### src/cfs_pkg.sv
// Package for the command frame completion sequencer: states, constants, carriers
package cfs_pkg;

    // Slot geometry
    localparam int unsigned SLOT_COUNT = 32;
    localparam int unsigned SLOT_W     = 5;
    localparam int unsigned CCC_W      = 8;

    // Reset values
    localparam logic [SLOT_COUNT-1:0] RST_ISSUE_BITS = 32'h0000_0000;
    localparam logic [CCC_W-1:0]      RST_CCC        = 8'h00;

    // Register map of the plain register port
    localparam logic [3:0] OFS_CTRL    = 4'h0;
    localparam logic [3:0] OFS_ISSUE   = 4'h1;
    localparam logic [3:0] OFS_QACTIVE = 4'h2;
    localparam logic [3:0] OFS_STATUS  = 4'h3;
    localparam logic [3:0] OFS_CCC     = 4'h4;

    // Control register field positions
    localparam int unsigned CTRL_FBS_BIT   = 0;
    localparam int unsigned CTRL_CCC_BIT   = 1;
    localparam int unsigned CTRL_HONOR_BIT = 2;

    // Fetch lengths picked by this implementation
    localparam logic [4:0] PKT_FETCH_BYTES  = 5'h10;
    localparam logic [3:0] DESC_FETCH_COUNT = 4'h4;
    localparam logic [7:0] DATA_FETCH_WORDS = 8'h10;

    // Sequencer states, gray coded along the main path
    typedef enum logic [3:0] {
        ST_IDLE      = 4'h0,
        ST_SUCCESS   = 4'h1,
        ST_CLEAR_CI  = 4'h3,
        ST_CCC       = 4'h2,
        ST_PM_AGGR   = 4'h6,
        ST_PF_PKT    = 4'h7,
        ST_PF_DESC   = 4'h5,
        ST_PF_DATA   = 4'h4,
        ST_BIST      = 4'hc,
        ST_FB_IDLE   = 4'hd,
        ST_P_IDLE    = 4'hf
    } cfs_state_t;

    // Command flags of the issued slot, from header and table
    typedef struct packed {
        logic bist;
        logic clear_busy;
        logic packet;
        logic prefetchable;
        logic write_dir;
    } cfs_cmd_flags_t;

    // Prefetch request toward the fetch engine
    typedef struct packed {
        logic             pkt;
        logic             desc;
        logic             data;
        logic [SLOT_W-1:0] slot;
        logic [7:0]       amount;
    } cfs_fetch_t;

endpackage : cfs_pkg

### src/cfs_seq.sv
// Command frame completion sequencer for one port
module cfs_seq (
    // Clock and reset
    input  wire logic                            i_clk,
    input  wire logic                            i_reset,
    // Register port
    input  wire logic [3:0]                      i_reg_addr,
    input  wire logic [31:0]                     i_reg_wdata,
    input  wire logic                            i_reg_wr,
    input  wire logic                            i_reg_rd,
    output logic      [31:0]                     o_reg_rdata,
    // Command transfer handoff
    input  wire logic                            i_cfis_ok,
    input  wire logic [cfs_pkg::SLOT_W-1:0]      i_issued_slot_index,
    input  wire cfs_pkg::cfs_cmd_flags_t         i_flags,
    input  wire logic                            i_taskfile_busy_set,
    // Sequencer outputs
    output logic                                 o_pending_command_flag,
    output logic                                 o_taskfile_busy_bit,
    output cfs_pkg::cfs_state_t                  o_state,
    output logic                                 o_bist_ongoing,
    output logic                                 o_pm_aggr,
    output logic                                 o_idle_fb,
    output logic                                 o_idle_port,
    output cfs_pkg::cfs_fetch_t                  o_fetch
);

    ////////////////////////////////////////////////////////////////////////////
    // State declarations
    cfs_pkg::cfs_state_t                 state_ff,     nxt_state;
    cfs_pkg::cfs_cmd_flags_t             flags_ff,     nxt_flags;
    logic [cfs_pkg::SLOT_W-1:0]          slot_ff,      nxt_slot;
    logic                                pend_ff,      nxt_pend;
    logic                                busy_ff,      nxt_busy;
    logic [cfs_pkg::SLOT_COUNT-1:0]      issue_ff,     nxt_issue;
    logic [cfs_pkg::SLOT_COUNT-1:0]      qact_ff,      nxt_qact;
    logic [cfs_pkg::CCC_W-1:0]           ccc_ff,       nxt_ccc;
    logic                                fbs_en_ff,    nxt_fbs_en;
    logic                                ccc_sel_ff,   nxt_ccc_sel;
    logic                                honor_ff,     nxt_honor;
    logic [31:0]                         rdata_ff,     nxt_rdata;
    cfs_pkg::cfs_fetch_t                 fetch_ff,     nxt_fetch;
    logic                                pf_ok;
    cfs_pkg::cfs_state_t                 idle_target;
    logic [cfs_pkg::SLOT_COUNT-1:0]      issue_clr;
    logic                                bist_ff,      nxt_bist;
    logic                                pm_ff,        nxt_pm;
    logic                                idle_fb_ff,   nxt_idle_fb;
    logic                                idle_port_ff, nxt_idle_port;

    // Prefetchable flag, only honoured when software asks for it
    assign pf_ok       = flags_ff.prefetchable & honor_ff;
    assign idle_target = fbs_en_ff ? cfs_pkg::ST_FB_IDLE : cfs_pkg::ST_P_IDLE;

    // State decodes taken from the next state so the outputs come from flops
    assign nxt_bist      = (nxt_state == cfs_pkg::ST_BIST);
    assign nxt_pm        = (nxt_state == cfs_pkg::ST_PM_AGGR);
    assign nxt_idle_fb   = (nxt_state == cfs_pkg::ST_FB_IDLE);
    assign nxt_idle_port = (nxt_state == cfs_pkg::ST_P_IDLE);

    ////////////////////////////////////////////////////////////////////////////
    // Per-slot issue bit clear decode
    for (genvar g = 0; g < cfs_pkg::SLOT_COUNT; g++) begin : g_clr
        assign issue_clr[g] = (state_ff == cfs_pkg::ST_CLEAR_CI) && (slot_ff == cfs_pkg::SLOT_W'(g));
    end

    ////////////////////////////////////////////////////////////////////////////
    // Sequencer next state
    always_comb begin
        nxt_state = state_ff;
        nxt_flags = flags_ff;
        nxt_slot  = slot_ff;
        nxt_pend  = pend_ff;
        nxt_busy  = busy_ff | i_taskfile_busy_set;
        nxt_ccc   = ccc_ff;
        nxt_fetch = '0;
        unique case (state_ff)
            cfs_pkg::ST_IDLE, cfs_pkg::ST_FB_IDLE, cfs_pkg::ST_P_IDLE,
            cfs_pkg::ST_PM_AGGR, cfs_pkg::ST_BIST: begin
                // Idle-like states wait here; outer logic owns the exit
                if (i_cfis_ok) begin
                    nxt_flags = i_flags;
                    nxt_slot  = i_issued_slot_index;
                    nxt_pend  = 1'b1;
                    nxt_state = cfs_pkg::ST_SUCCESS;
                end
            end
            cfs_pkg::ST_SUCCESS: begin
                nxt_pend = 1'b0;
                if (flags_ff.bist) begin
                    nxt_state = cfs_pkg::ST_BIST;
                end else if (flags_ff.clear_busy) begin
                    nxt_state = cfs_pkg::ST_CLEAR_CI;
                end else if (flags_ff.packet && pf_ok) begin
                    nxt_state = cfs_pkg::ST_PF_PKT;
                end else if (pf_ok) begin
                    nxt_state = cfs_pkg::ST_PF_DESC;
                end else begin
                    nxt_state = idle_target;
                end
            end
            cfs_pkg::ST_CLEAR_CI: begin
                // Byte count is deliberately not touched here, no data could move
                nxt_busy = i_taskfile_busy_set;
                if (ccc_sel_ff && !qact_ff[slot_ff]) begin
                    nxt_state = cfs_pkg::ST_CCC;
                end else begin
                    nxt_state = cfs_pkg::ST_PM_AGGR;
                end
            end
            cfs_pkg::ST_CCC: begin
                nxt_ccc   = ccc_ff + 8'h01;
                nxt_state = cfs_pkg::ST_PM_AGGR;
            end
            cfs_pkg::ST_PF_PKT: begin
                nxt_fetch.pkt    = 1'b1;
                nxt_fetch.slot   = slot_ff;
                nxt_fetch.amount = {3'h0, cfs_pkg::PKT_FETCH_BYTES};
                nxt_state        = pf_ok ? cfs_pkg::ST_PF_DESC : idle_target;
            end
            cfs_pkg::ST_PF_DESC: begin
                nxt_fetch.desc   = 1'b1;
                nxt_fetch.slot   = slot_ff;
                nxt_fetch.amount = {4'h0, cfs_pkg::DESC_FETCH_COUNT};
                nxt_state        = flags_ff.write_dir ? cfs_pkg::ST_PF_DATA : idle_target;
            end
            cfs_pkg::ST_PF_DATA: begin
                nxt_fetch.data   = 1'b1;
                nxt_fetch.slot   = slot_ff;
                nxt_fetch.amount = cfs_pkg::DATA_FETCH_WORDS;
                nxt_state        = idle_target;
            end
            default: begin
                nxt_state = cfs_pkg::ST_IDLE;
            end
        endcase
    end

    ////////////////////////////////////////////////////////////////////////////
    // Register port next values; hardware clears win over software sets
    always_comb begin
        nxt_fbs_en  = fbs_en_ff;
        nxt_ccc_sel = ccc_sel_ff;
        nxt_honor   = honor_ff;
        nxt_issue   = issue_ff;
        nxt_qact    = qact_ff;
        nxt_rdata   = 32'h0000_0000;
        if (i_reg_wr) begin
            unique case (i_reg_addr)
                cfs_pkg::OFS_CTRL: begin
                    nxt_fbs_en  = i_reg_wdata[cfs_pkg::CTRL_FBS_BIT];
                    nxt_ccc_sel = i_reg_wdata[cfs_pkg::CTRL_CCC_BIT];
                    nxt_honor   = i_reg_wdata[cfs_pkg::CTRL_HONOR_BIT];
                end
                cfs_pkg::OFS_ISSUE: begin
                    nxt_issue = issue_ff | i_reg_wdata; // Set only, hardware clears
                end
                cfs_pkg::OFS_QACTIVE: begin
                    nxt_qact = i_reg_wdata;
                end
                default: begin
                end
            endcase
        end
        nxt_issue = nxt_issue & ~issue_clr;
        if (i_reg_rd) begin
            unique case (i_reg_addr)
                cfs_pkg::OFS_CTRL:    nxt_rdata = {29'h0, honor_ff, ccc_sel_ff, fbs_en_ff};
                cfs_pkg::OFS_ISSUE:   nxt_rdata = issue_ff;
                cfs_pkg::OFS_QACTIVE: nxt_rdata = qact_ff;
                cfs_pkg::OFS_STATUS:  nxt_rdata = {23'h0, slot_ff, busy_ff, pend_ff, 2'h0} | {28'h0, state_ff};
                cfs_pkg::OFS_CCC:     nxt_rdata = {24'h0, ccc_ff};
                default:              nxt_rdata = 32'h0000_0000;
            endcase
        end
    end

    ////////////////////////////////////////////////////////////////////////////
    // Registers
    always_ff @(posedge i_clk) begin
        if (i_reset) begin
            state_ff   <= cfs_pkg::ST_IDLE;
            flags_ff   <= '0;
            slot_ff    <= '0;
            pend_ff    <= 1'b0;
            busy_ff    <= 1'b0;
            issue_ff   <= cfs_pkg::RST_ISSUE_BITS;
            qact_ff    <= cfs_pkg::RST_ISSUE_BITS;
            ccc_ff     <= cfs_pkg::RST_CCC;
            fbs_en_ff  <= 1'b0;
            ccc_sel_ff <= 1'b0;
            honor_ff   <= 1'b0;
            rdata_ff   <= 32'h0000_0000;
            fetch_ff   <= '0;
            bist_ff      <= 1'b0;
            pm_ff        <= 1'b0;
            idle_fb_ff   <= 1'b0;
            idle_port_ff <= 1'b0;
        end else begin
            state_ff   <= nxt_state;
            flags_ff   <= nxt_flags;
            slot_ff    <= nxt_slot;
            pend_ff    <= nxt_pend;
            busy_ff    <= nxt_busy;
            issue_ff   <= nxt_issue;
            qact_ff    <= nxt_qact;
            ccc_ff     <= nxt_ccc;
            fbs_en_ff  <= nxt_fbs_en;
            ccc_sel_ff <= nxt_ccc_sel;
            honor_ff   <= nxt_honor;
            rdata_ff   <= nxt_rdata;
            fetch_ff   <= nxt_fetch;
            bist_ff      <= nxt_bist;
            pm_ff        <= nxt_pm;
            idle_fb_ff   <= nxt_idle_fb;
            idle_port_ff <= nxt_idle_port;
        end
    end

    ////////////////////////////////////////////////////////////////////////////
    // Outputs straight from flip-flops, decodes included
    assign o_reg_rdata            = rdata_ff;
    assign o_pending_command_flag = pend_ff;
    assign o_taskfile_busy_bit    = busy_ff;
    assign o_state                = state_ff;
    assign o_bist_ongoing         = bist_ff;
    assign o_pm_aggr              = pm_ff;
    assign o_idle_fb              = idle_fb_ff;
    assign o_idle_port            = idle_port_ff;
    assign o_fetch                = fetch_ff;

endmodule // cfs_seq

### config.mk
export PLATFORM = sky130hd
export DESIGN_NAME = cfs_seq
export DESIGN_NICKNAME = d
export VERILOG_FILES = /design/src/cfs_pkg.sv /design/src/cfs_seq.sv
export SDC_FILE = /design/constraint.sdc
export NUM_CORES = 1
export LEC_CHECK = 0
export ABC_AREA = 1
export BUFFER_PORTS_ARGS = -buffer_cell sky130_fd_sc_hd__buf_2
export CAP_MARGIN = 20
export CORE_MARGIN = 8
export CORE_UTILIZATION = 50
export DETAILED_ROUTE_END_ITERATION = 10
export GPL_ROUTABILITY_DRIVEN = 0
export PLACE_DENSITY = 0.78
export REMOVE_ABC_BUFFERS = 1
export SYNTH_ARGS = -nofsm -noshare
export SYNTH_HDL_FRONTEND = slang
export SYNTH_SLANG_ARGS = --single-unit
export TNS_END_PERCENT = 1
### constraint.sdc
create_clock -name i_clk -period 1.7 [get_ports i_clk]
set_input_delay 0.17 -clock i_clk [delete_from_list [all_inputs] [get_ports i_clk]]
set_output_delay 0.17 -clock i_clk [all_outputs]
set_load 0.005 [all_outputs]
* Yosys cells after proc, flatten, opt, wreduce, memory -nomap -nowiden
Cells that the tools add are included.
W data, S select, Z words.
** Word-level totals
- Flip-flop bits (word level) :: 143
- Bits of input ports :: 52
- Output and inout bits :: 58
- Word-level logic and storage cells :: 151
** Cells by class
- Bitwise logic cells :: 7
- Add/sub/neg operators :: 1
- Mux-type cells :: 21
- Reduce and logical (&&, ||, !) cells :: 46
- Order comparisons :: 1
- Eq/ne operators :: 50
** Operators with widths (number)
- $pmux W32 S5 :: 1
- $eq A5 B5 Y1 const B :: 16
- $mux W32 :: 2
- $eq A5 B4 Y1 const B :: 8
- $logic_and A1 B1 Y1 :: 34
- $and A32 B32 Y32 :: 1
- $not A32 Y32 :: 1
- $or A32 B32 Y32 :: 1
- $pmux W4 S7 :: 1
- $pmux W13 S2 :: 1
- $eq A4 B3 Y1 const B :: 6
- $eq A4 B4 Y1 const B :: 6
- $mux W4 :: 6
- $eq A5 B3 Y1 const B :: 4
- $eq A4 B2 Y1 const B :: 4
- $eq A5 B2 Y1 const B :: 2
- $or A9 B4 Y9 :: 1
- $add A8 B1 Y8 const B :: 1
- $eq A4 B1 Y1 const B :: 2
- $logic_not A4 Y1 :: 2
- $reduce_and A2 Y1 :: 4
- $lt A5 B6 Y1 const B :: 1
- $mux W1 :: 6
- $bmux W1 S5 :: 1
- 13 further kinds :: 14

* Depth between registers and ports, before layout
Gate-level depths: netlist of run 1.
- Word-level depth :: 7
- Mapped depth :: 12
- Gate-level depth less buffers :: 11

* Worst setup path before layout of run 1
OpenSTA, ideal clock, no wires.
- Path type :: register to register
- Start :: register state_ff[3], in the netlist o_state[3]
- End :: register idle_fb_ff, in the netlist o_idle_fb
- Arrival time :: 1272 ps
- Slack :: 299 ps
- Library setup time :: 129 ps
- Cell stages (with the launch flop) :: 8
- Buffers on the path :: 0
- Period minus slack after synthesis :: 1401 ps
- Data required time :: 1571 ps
- Path through :: dfxtp_1 -> inv_2 -> nand2_1 -> nor2_1 -> nand2_1 -> o211ai_1 -> nor3_2 -> nor3b_2
** Between the ends
- Longest elaborated chain between the ends :: 4
- Elaborated cells on any way between the ends :: 15
- Classes of those cells :: 11 x eq/ne; 2 x mux; 2 x reduce/logical
** RTL lines
- start, declared :: line cfs_seq.sv:30 : cfs_pkg::cfs_state_t state_ff, nxt_state;
- start signal, assigned :: line cfs_seq.sv:182 : state_ff <= cfs_pkg::ST_IDLE;
- start signal, assigned :: line cfs_seq.sv:200 : state_ff <= nxt_state;
- $eq A4 B4 Y1 (tied with other cells) :: line cfs_seq.sv:77 : unique case (state_ff)
- $reduce_or A5 Y1 :: line cfs_seq.sv:77
- $pmux W4 S7 * :: line cfs_seq.sv:77
- $eq A4 B4 Y1 * :: line cfs_seq.sv:58 : assign nxt_idle_fb = (nxt_state == cfs_pkg::ST_FB_IDLE);
- end signal, assigned :: line cfs_seq.sv:215 : idle_fb_ff <= nxt_idle_fb;
- end, declared :: line cfs_seq.sv:48 : logic idle_fb_ff, nxt_idle_fb;
Every way passes the cells marked *; elsewhere a longest branch is shown, timed or not.
A chain may end at the register's enable or synchronous reset.

* Final worst setup path of run 1
- Start :: register state_ff[3], in the netlist o_state[3]
- End :: register issue_ff[4] (netlist name)
** Between the ends
- Longest elaborated chain between the ends :: 4
** RTL lines
- $eq A4 B2 Y1 :: line cfs_seq.sv:64 : assign issue_clr[g] = (state_ff == cfs_pkg::ST_CLEAR_CI) && (slot_ff == cfs_pkg::SLOT_W'(g));
- $logic_and A1 B1 Y1 :: line cfs_seq.sv:64
- $not A32 Y32 :: line cfs_seq.sv:165 : nxt_issue = nxt_issue & ~issue_clr;
- $and A32 B32 Y32 :: line cfs_seq.sv:165
- end signal, assigned :: line cfs_seq.sv:187 : issue_ff <= cfs_pkg::RST_ISSUE_BITS;
- end signal, assigned :: line cfs_seq.sv:205 : issue_ff <= nxt_issue;
- end, declared :: line cfs_seq.sv:35 : logic [cfs_pkg::SLOT_COUNT-1:0] issue_ff, nxt_issue;
Every way passes these cells.

==> impl_metrics.yaml, run 1 <==
outcome:
  status: "finished, final reports clean"
run:
  cap_violations: 0
final_layout:
  fin_nets: 979
  area_growth_pct: 25.09
  drive_gt1_share_pct: 21.19
  multi_input_area_mm2: 0.002585
  seqCellArea_mm2: 0.002725
  diodes: 0
  fillerInstances: 1022
floorplanning:
  die_area_mm2: 0.01542
  fp.dieH_um: 124.2
  core_mm2: 0.01142
  num_rows: 39
  start_util_pct: 51.24
  die_x_um: 124.2
  ios: 110
routing:
  wl_met3_um: 1523
  routed_wl_um: 17240
  drtIter0Drc: 519
  drc: 0
  ant_nets: 0
  wl_met2_um: 8025
  wl_met1_um: 7208
  highest-signal-layer: "met4"
  via_per_inst: 5.422
  firstDrtPassIters: 5
  vias: 5867
  wire_per_inst_um: 15.93
worst_setup_path:
  critPathMaxStageDelay_ps: 370
  r2r_slack_ps: 130
  cp-end-kind: "flip-flop"
  crit_path_top_delay_cell: "dfxtp_2"
  start_kind: "flip-flop"
  path_class: "reg -> reg"
  timing.rr.start: "o_state[3]"
  critical_path.cell_chain: "nor2_4, nand2_1, nor2_1, inv_1, buf_12, o21ai_0, a21oi_1"
  crit_arrival_ps: 1870
  r2r_cells: 7
  path_buf_inv: 2
  cpLargestDelayFamily: "simple AND/OR/NAND/NOR gates"
  critPathMaxFanout: 6
  cp.required_ps: 2000
  worstReg2RegEnd: "issue_ff[4]"
sta:
  max_freq_mhz: 637.5
  fin_worst_skew_ps: 6.426
  setup_tns_ps: 0
  rsz0062_at_grt: "no"
  drv_slew: 0
  finalCriticalPeriod_ps: 1569
  relSlewSlack_pct: 63.41
  hold_viol: 0
  hold-worst-slack_ps: 20.88
  fin_crit_sh_pct: 92.27
  tightest_slew_ps: 548.9
  setup_violations: 0
logic_synthesis:
  syn_area_per_cell_um2: 7.205
  postSynth.asyncResetShare_pct: 0
  synth_top_area_share_pct: 46.54
  synth.yosys.seq_area_share_pct: 46.54
  synth-main-ff-cell: "dfxtp_1"
  synth-seq-cells: 136
  ys_warn_count: 0
  synth_edf_count: 0
  postSynthCellCount: 812
  ys_top_cells_by_area: "dfxtp_1, nand2_1, a21oi_1, o21ai_0, nand3_1"
  synth_most_common_cell: "nand2_1"
  yosysTopAreaCell: "dfxtp_1"
  synth_commonest_cells: "nand2_1, dfxtp_1, a21oi_1"
  synth_cell_types: 35
  syn_area_mm2: 0.005851
place:
  io_buffers: 103
  hpwl_um: 11990
cts:
  ctsHtreeMaxLevel: 4
  cts_tree: "built"
  cts_buffers: 17
  clkSinkCount: 136
  clk_pin_slew_worst_paths_ps: 60
  postCtsSetupBuffers: 0
  root_buffer: "clkbuf_16"
  insertion_delay_ps: 420
  cts_buffer_depth: 2
hold_path:
  min_path_cells: 3
  hp-class: "in -> reg"
  holdPathEnd: "flags_ff[1]"
  min_from: "i_flags[1]"
power:
  power.leakage_uw: 0.002974
  p_per_area_mw_per_mm2: 1326
  vdd_drop_max_mv: 0.8348
grt:
  grt_start_max_net_pins: 53
  antenna_found_initial: 0
  grt_pass1_vias: 5495
  overflow: 0
  track_usage_pct: 22.47
  grt_pass1_wl_um: 27120
==> how the worst max path moves through the flow <==
stage,depth (start not counted),endpoint,from
3_3_place_gp,8,slot_ff[0],o_state[0]
6_report,7,issue_ff[4],o_state[3]
5_1_grt,9,o_pm_aggr,o_state[1]
3_5_place_dp,7,o_bist_ongoing,o_state[3]
2_1_floorplan,6,qact_ff[0],i_reg_addr[3]
4_1_cts,7,issue_ff[11],o_state[3]
==> metal layers <==
layer,vias up,GRT usage [%]
li1,2892,-
met1,2672,28.51
met2,267,35.24
met3,36,6.482
met4,0,9.071
met5,-,0
==> power breakdown <==
group	internal (µW)	total, µW	leakage (µW)	switching [µW]
logic	757	2140	0.00156	1390
registers	3420	3600	0.00110	184
clock network	2580	3950	0.000310	1380
==> worst register-to-register path: stages, from the launching register on <==
cell and delay (ps):
dfxtp_2 370, nor2_4 190, nand2_1 140, nor2_1 160
inv_1 140, buf_12 160, o21ai_0 220, a21oi_1 70
==> metrics by stage <==
stage | worst slack [ps] | power [µW] | instance area [µm²] | utilization [%] | instances
2_1_floorplan | -3624 | 4806 | 5614 | - | 765
3_3_place_gp | 141.9 | 5734 | 6654 | 58.27 | 1048
3_5_place_dp | 124.8 | 5753 | 6654 | 58.27 | 1048
4_1_cts | 92.56 | 9696 | 7316 | 64.07 | 1082
5_1_grt | 19.44 | 10120 | 7318 | 64.09 | 1082
6_report | 131.4 | 9701 | 7318 | 64.09 | 1082
==> state kept, by name (all words and copies together) (netlist names) <==
signal,flops
issue_ff,32
o_reg_rdata,32
qact_ff,32
o_fetch,9
ccc_ff,8
flags_ff,5
slot_ff,5
o_state,4
ccc_sel_ff,1
fbs_en_ff,1
honor_ff,1
o_bist_ongoing,1
o_idle_fb,1
o_idle_port,1
o_pending_command_flag,1
o_pm_aggr,1
o_taskfile_busy_bit,1
==> cell type report <==
type | instances | share of cell area [%]
well taps | 143 | 2.445
repair buffers | 142 | 11.97
multi-input cells | 546 | 35.32
flip-flops and latches | 136 | 37.24
clock inverters | 10 | 2.291
clock buffers | 22 | 6.480
inverters | 83 | 4.257
==> kinds of logic after synthesis <==
group,share of synthesized area [%]
other,0.06410
buffers and inverters,9.688
adder cells (fa/ha/maj),0.2138
flip-flops,46.54
AO/OA/AOI/OAI,18.58
AND/OR/NAND/NOR,24.91
==> layout by cell type, fill, tap and decap left out, types with 2 or more instances in the layout <==
cell	netlist	layout
conb_1	1	6
nand3_1	67	67
nor3_2	3	4
buf_2	12	103
a211oi_1	3	3
a21oi_1	110	110
inv_1	76	76
nand2_1	186	186
buf_12	0	5
bufinv_16	0	4
nor2_2	5	5
inv_2	5	5
nor2_1	45	45
dfxtp_2	0	2
nor3_1	9	8
nand3_2	2	2
dfxtp_1	136	134
o221ai_1	2	2
o21ai_0	72	72
o22ai_1	12	12
o21ai_1	2	2
clkbuf_8	0	3
nand2_2	4	4
dlygate4sd3_1	0	2
buf_4	10	32
clkbuf_16	0	17
clkbuf_1	28	2
nor4_1	2	2
a221oi_1	4	4
clkinv_4	0	4
clkinv_1	2	2
nand3b_1	2	2
nor2_4	3	3
==> repair_timing <==
item                                    CTS  global route
hold buffers                              2             0
hold endpoints to repair                  2             0
endpoints found under the setup margin    0            12
resized for setup                         0             2
(Power assumes the default switching activity.)
==> inputs of run 2 (changes only) <==
Settings changed: ABC_AREA 1 to 0, PLACE_DENSITY 0.78 to 0.79.
==> impl_metrics.yaml, run 2 <==
power:
  power.total_uw: 9969
  vdd_drop_max_mv: 0.7051
  switchingPower_uw: 3010
  combPwrFrac_pct: 22.7
  p_seq_share_pct: 37.2
  netSwitchingFraction_pct: 30.19
  cell_internal_pwr_uw: 6959
  p_clk_share_pct: 40.1
  power.leakage_uw: 0.003061
  p_per_area_mw_per_mm2: 1308
logic_synthesis:
  synth_edf_count: 0
  postSynth.asyncResetShare_pct: 0
  synth_commonest_cells: "dfxtp_1, nor2_1, a21oi_1"
  synth_cell_types: 55
  synth_most_common_cell: "dfxtp_1"
  syn_area_mm2: 0.005537
  yosysTopAreaCell: "dfxtp_1"
  synth_top_area_share_pct: 49.18
  ys_warn_count: 0
  synth.yosys.seq_area_share_pct: 49.18
  postSynthCellCount: 622
  synth-seq-cells: 136
  syn_area_per_cell_um2: 8.901
  ys_top_cells_by_area: "dfxtp_1, a21oi_1, nor2_1, nand2_1, a22oi_1"
  synth-main-ff-cell: "dfxtp_1"
sta:
  hold-worst-slack_ps: 64.63
  relSlewSlack_pct: 58.81
  setup_violations: 3
  tightest_slew_ps: 617.9
  setup_tns_ps: -121.8
  fin_crit_sh_pct: 103.2
  drv_slew: 0
  fin_worst_skew_ps: 8.842
  finalCriticalPeriod_ps: 1755
  layout_setup_ws_ps: -55.10
  rsz0062_at_grt: "yes"
  hold_viol: 0
  max_freq_mhz: 569.8
place:
  dp.cells: 874
  io_buffers: 103
  hpwl_um: 11460
  dp_slack_ps: -297.7
outcome:
  violations: "negative setup slack"
  status: "finished with violations"
cts:
  ctsHtreeMaxLevel: 4
  clk_pin_slew_worst_paths_ps: 60
  root_buffer: "clkbuf_8"
  cts_tree: "built"
  cts_buffer_depth: 2
  postCtsSetupBuffers: 0
  clkSinkCount: 136
  cts_buffers: 17
  insertion_delay_ps: 540
worst_setup_path:
  critical_path.cell_chain: "mux4_2, mux2i_1, mux2i_1, a2111oi_2, nor4_1"
  path_buf_inv: 0
  critPathMaxFanout: 6
  crit_path_top_delay_cell: "mux4_2"
  critPathMaxStageDelay_ps: 510
  cp.required_ps: 2120
  start_kind: "flip-flop"
  cp-end-kind: "flip-flop"
  critical_path.most_common_cell: "mux2i_1"
  path_class: "reg -> reg"
  r2r_slack_ps: -60
  crit_arrival_ps: 2180
  cpLargestDelayFamily: "multiplexers"
final_layout:
  area_growth_pct: 37.60
  drive_gt1_share_pct: 28.45
  layout_commonest_cell: "dfxtp_1"
  stdcell_count: 952
  diodes: 0
  final_cell_mix: "dfxtp_1, buf_2, nor2_1"
  fillerInstances: 784
  fin_nets: 852
routing:
  via_per_inst: 5.939
  vias: 5654
  ant_nets: 0
  firstDrtPassIters: 8
  drc: 0
  routed_wl_um: 18170
  wire_per_inst_um: 19.08
  drtIter0Drc: 874
grt:
  grt_pass1_wl_um: 28930
  overflow: 0
  antenna_found_initial: 0
  grt_start_max_net_pins: 61
  track_usage_pct: 24.84
  grt_pass1_vias: 5753
floorplanning:
  num_rows: 38
  die_x_um: 121.2
  start_util_pct: 51.07
  die_area_mm2: 0.01470
  ios: 110
  fp.dieH_um: 121.2
  core_mm2: 0.01084
run:
  cap_violations: 0
hold_path:
  hp-class: "in -> reg"
## run 2: through the flow
stage / cell area, µm² / utilization, %
after floorplan: 5289 / -
after global placement: 6476 / 59.74
after detailed placement: 6476 / 59.74
after CTS: 7590 / 70.01
after global routing: 7619 / 70.28
final: 7619 / 70.28
## run 2: final cells by class
| class | instances | area (µm²) | share of cell area, % |
|---|---|---|---|
| Sequential cell | 136 | 2735 | 35.90 |
| Clock buffer | 18 | 427.9 | 5.617 |
| Tap cell | 140 | 175.2 | 2.299 |
| Multi-Input combinational cell | 433 | 2611 | 34.27 |
| Timing Repair Buffer | 209 | 1451 | 19.05 |
| Clock inverter | 14 | 210.2 | 2.759 |
| Inverter | 2 | 7.507 | 0.09854 |
## run 2: final timing paths
kind / startpoint / to / cells after the start
max: slot_ff[0] / o_pm_aggr / 5
min: i_reg_rd / o_reg_rdata[8] / 4
max reg2reg: slot_ff[0] / o_pm_aggr / 5
min reg2reg: qact_ff[27] / qact_ff[27] / 2
## run 2: worst min-delay path, delay by kind of cell
| kind | cells | cell delay [ps] |
|---|---|---|
| AND/OR/NAND/NOR | 2 | 200 |
| AO/OA/AOI/OAI | 1 | 100 |
| buffers and inverters | 1 | 90 |
## run 2: metal layers
layer / GRT usage, % / wire (µm) / share of wire (%)
met5: 0 / 0 / 0
met4: 15.96 / 916 / 5.0
met3: 6.840 / 1698 / 9.3
met2: 40.86 / 8831 / 49
met1: 27.97 / 6722 / 37
## run 2: power by group through the flow
stage / logic, µW / registers (µW) / clock network, µW
final: 2260 / 3700 / 4000
after global routing: 2380 / 3730 / 4160
after CTS: 2130 / 3660 / 4010
after detailed placement: 1990 / 3710 / 0
after global placement: 1920 / 3690 / 0
after floorplan: 956 / 3730 / 0
## run 2: logic make-up after synthesis
group                    after synthesis  share of synthesized area [%]
AND/OR/NAND/NOR                      255                          22.01
flip-flops                           136                          49.18
AO/OA/AOI/OAI                        133                          14.78
buffers and inverters                 58                          4.949
multiplexers                          31                          7.684
XOR/XNOR                               7                          1.107
adder cells (fa/ha/maj)                1                         0.2260
other                                  1                        0.06773
## run 2: timing repair
action,in CTS,in global routing
pin swaps,4,2
hold endpoints to repair,81,0
resized for setup,12,8
hold buffers,46,0
setup endpoints to repair,32,29
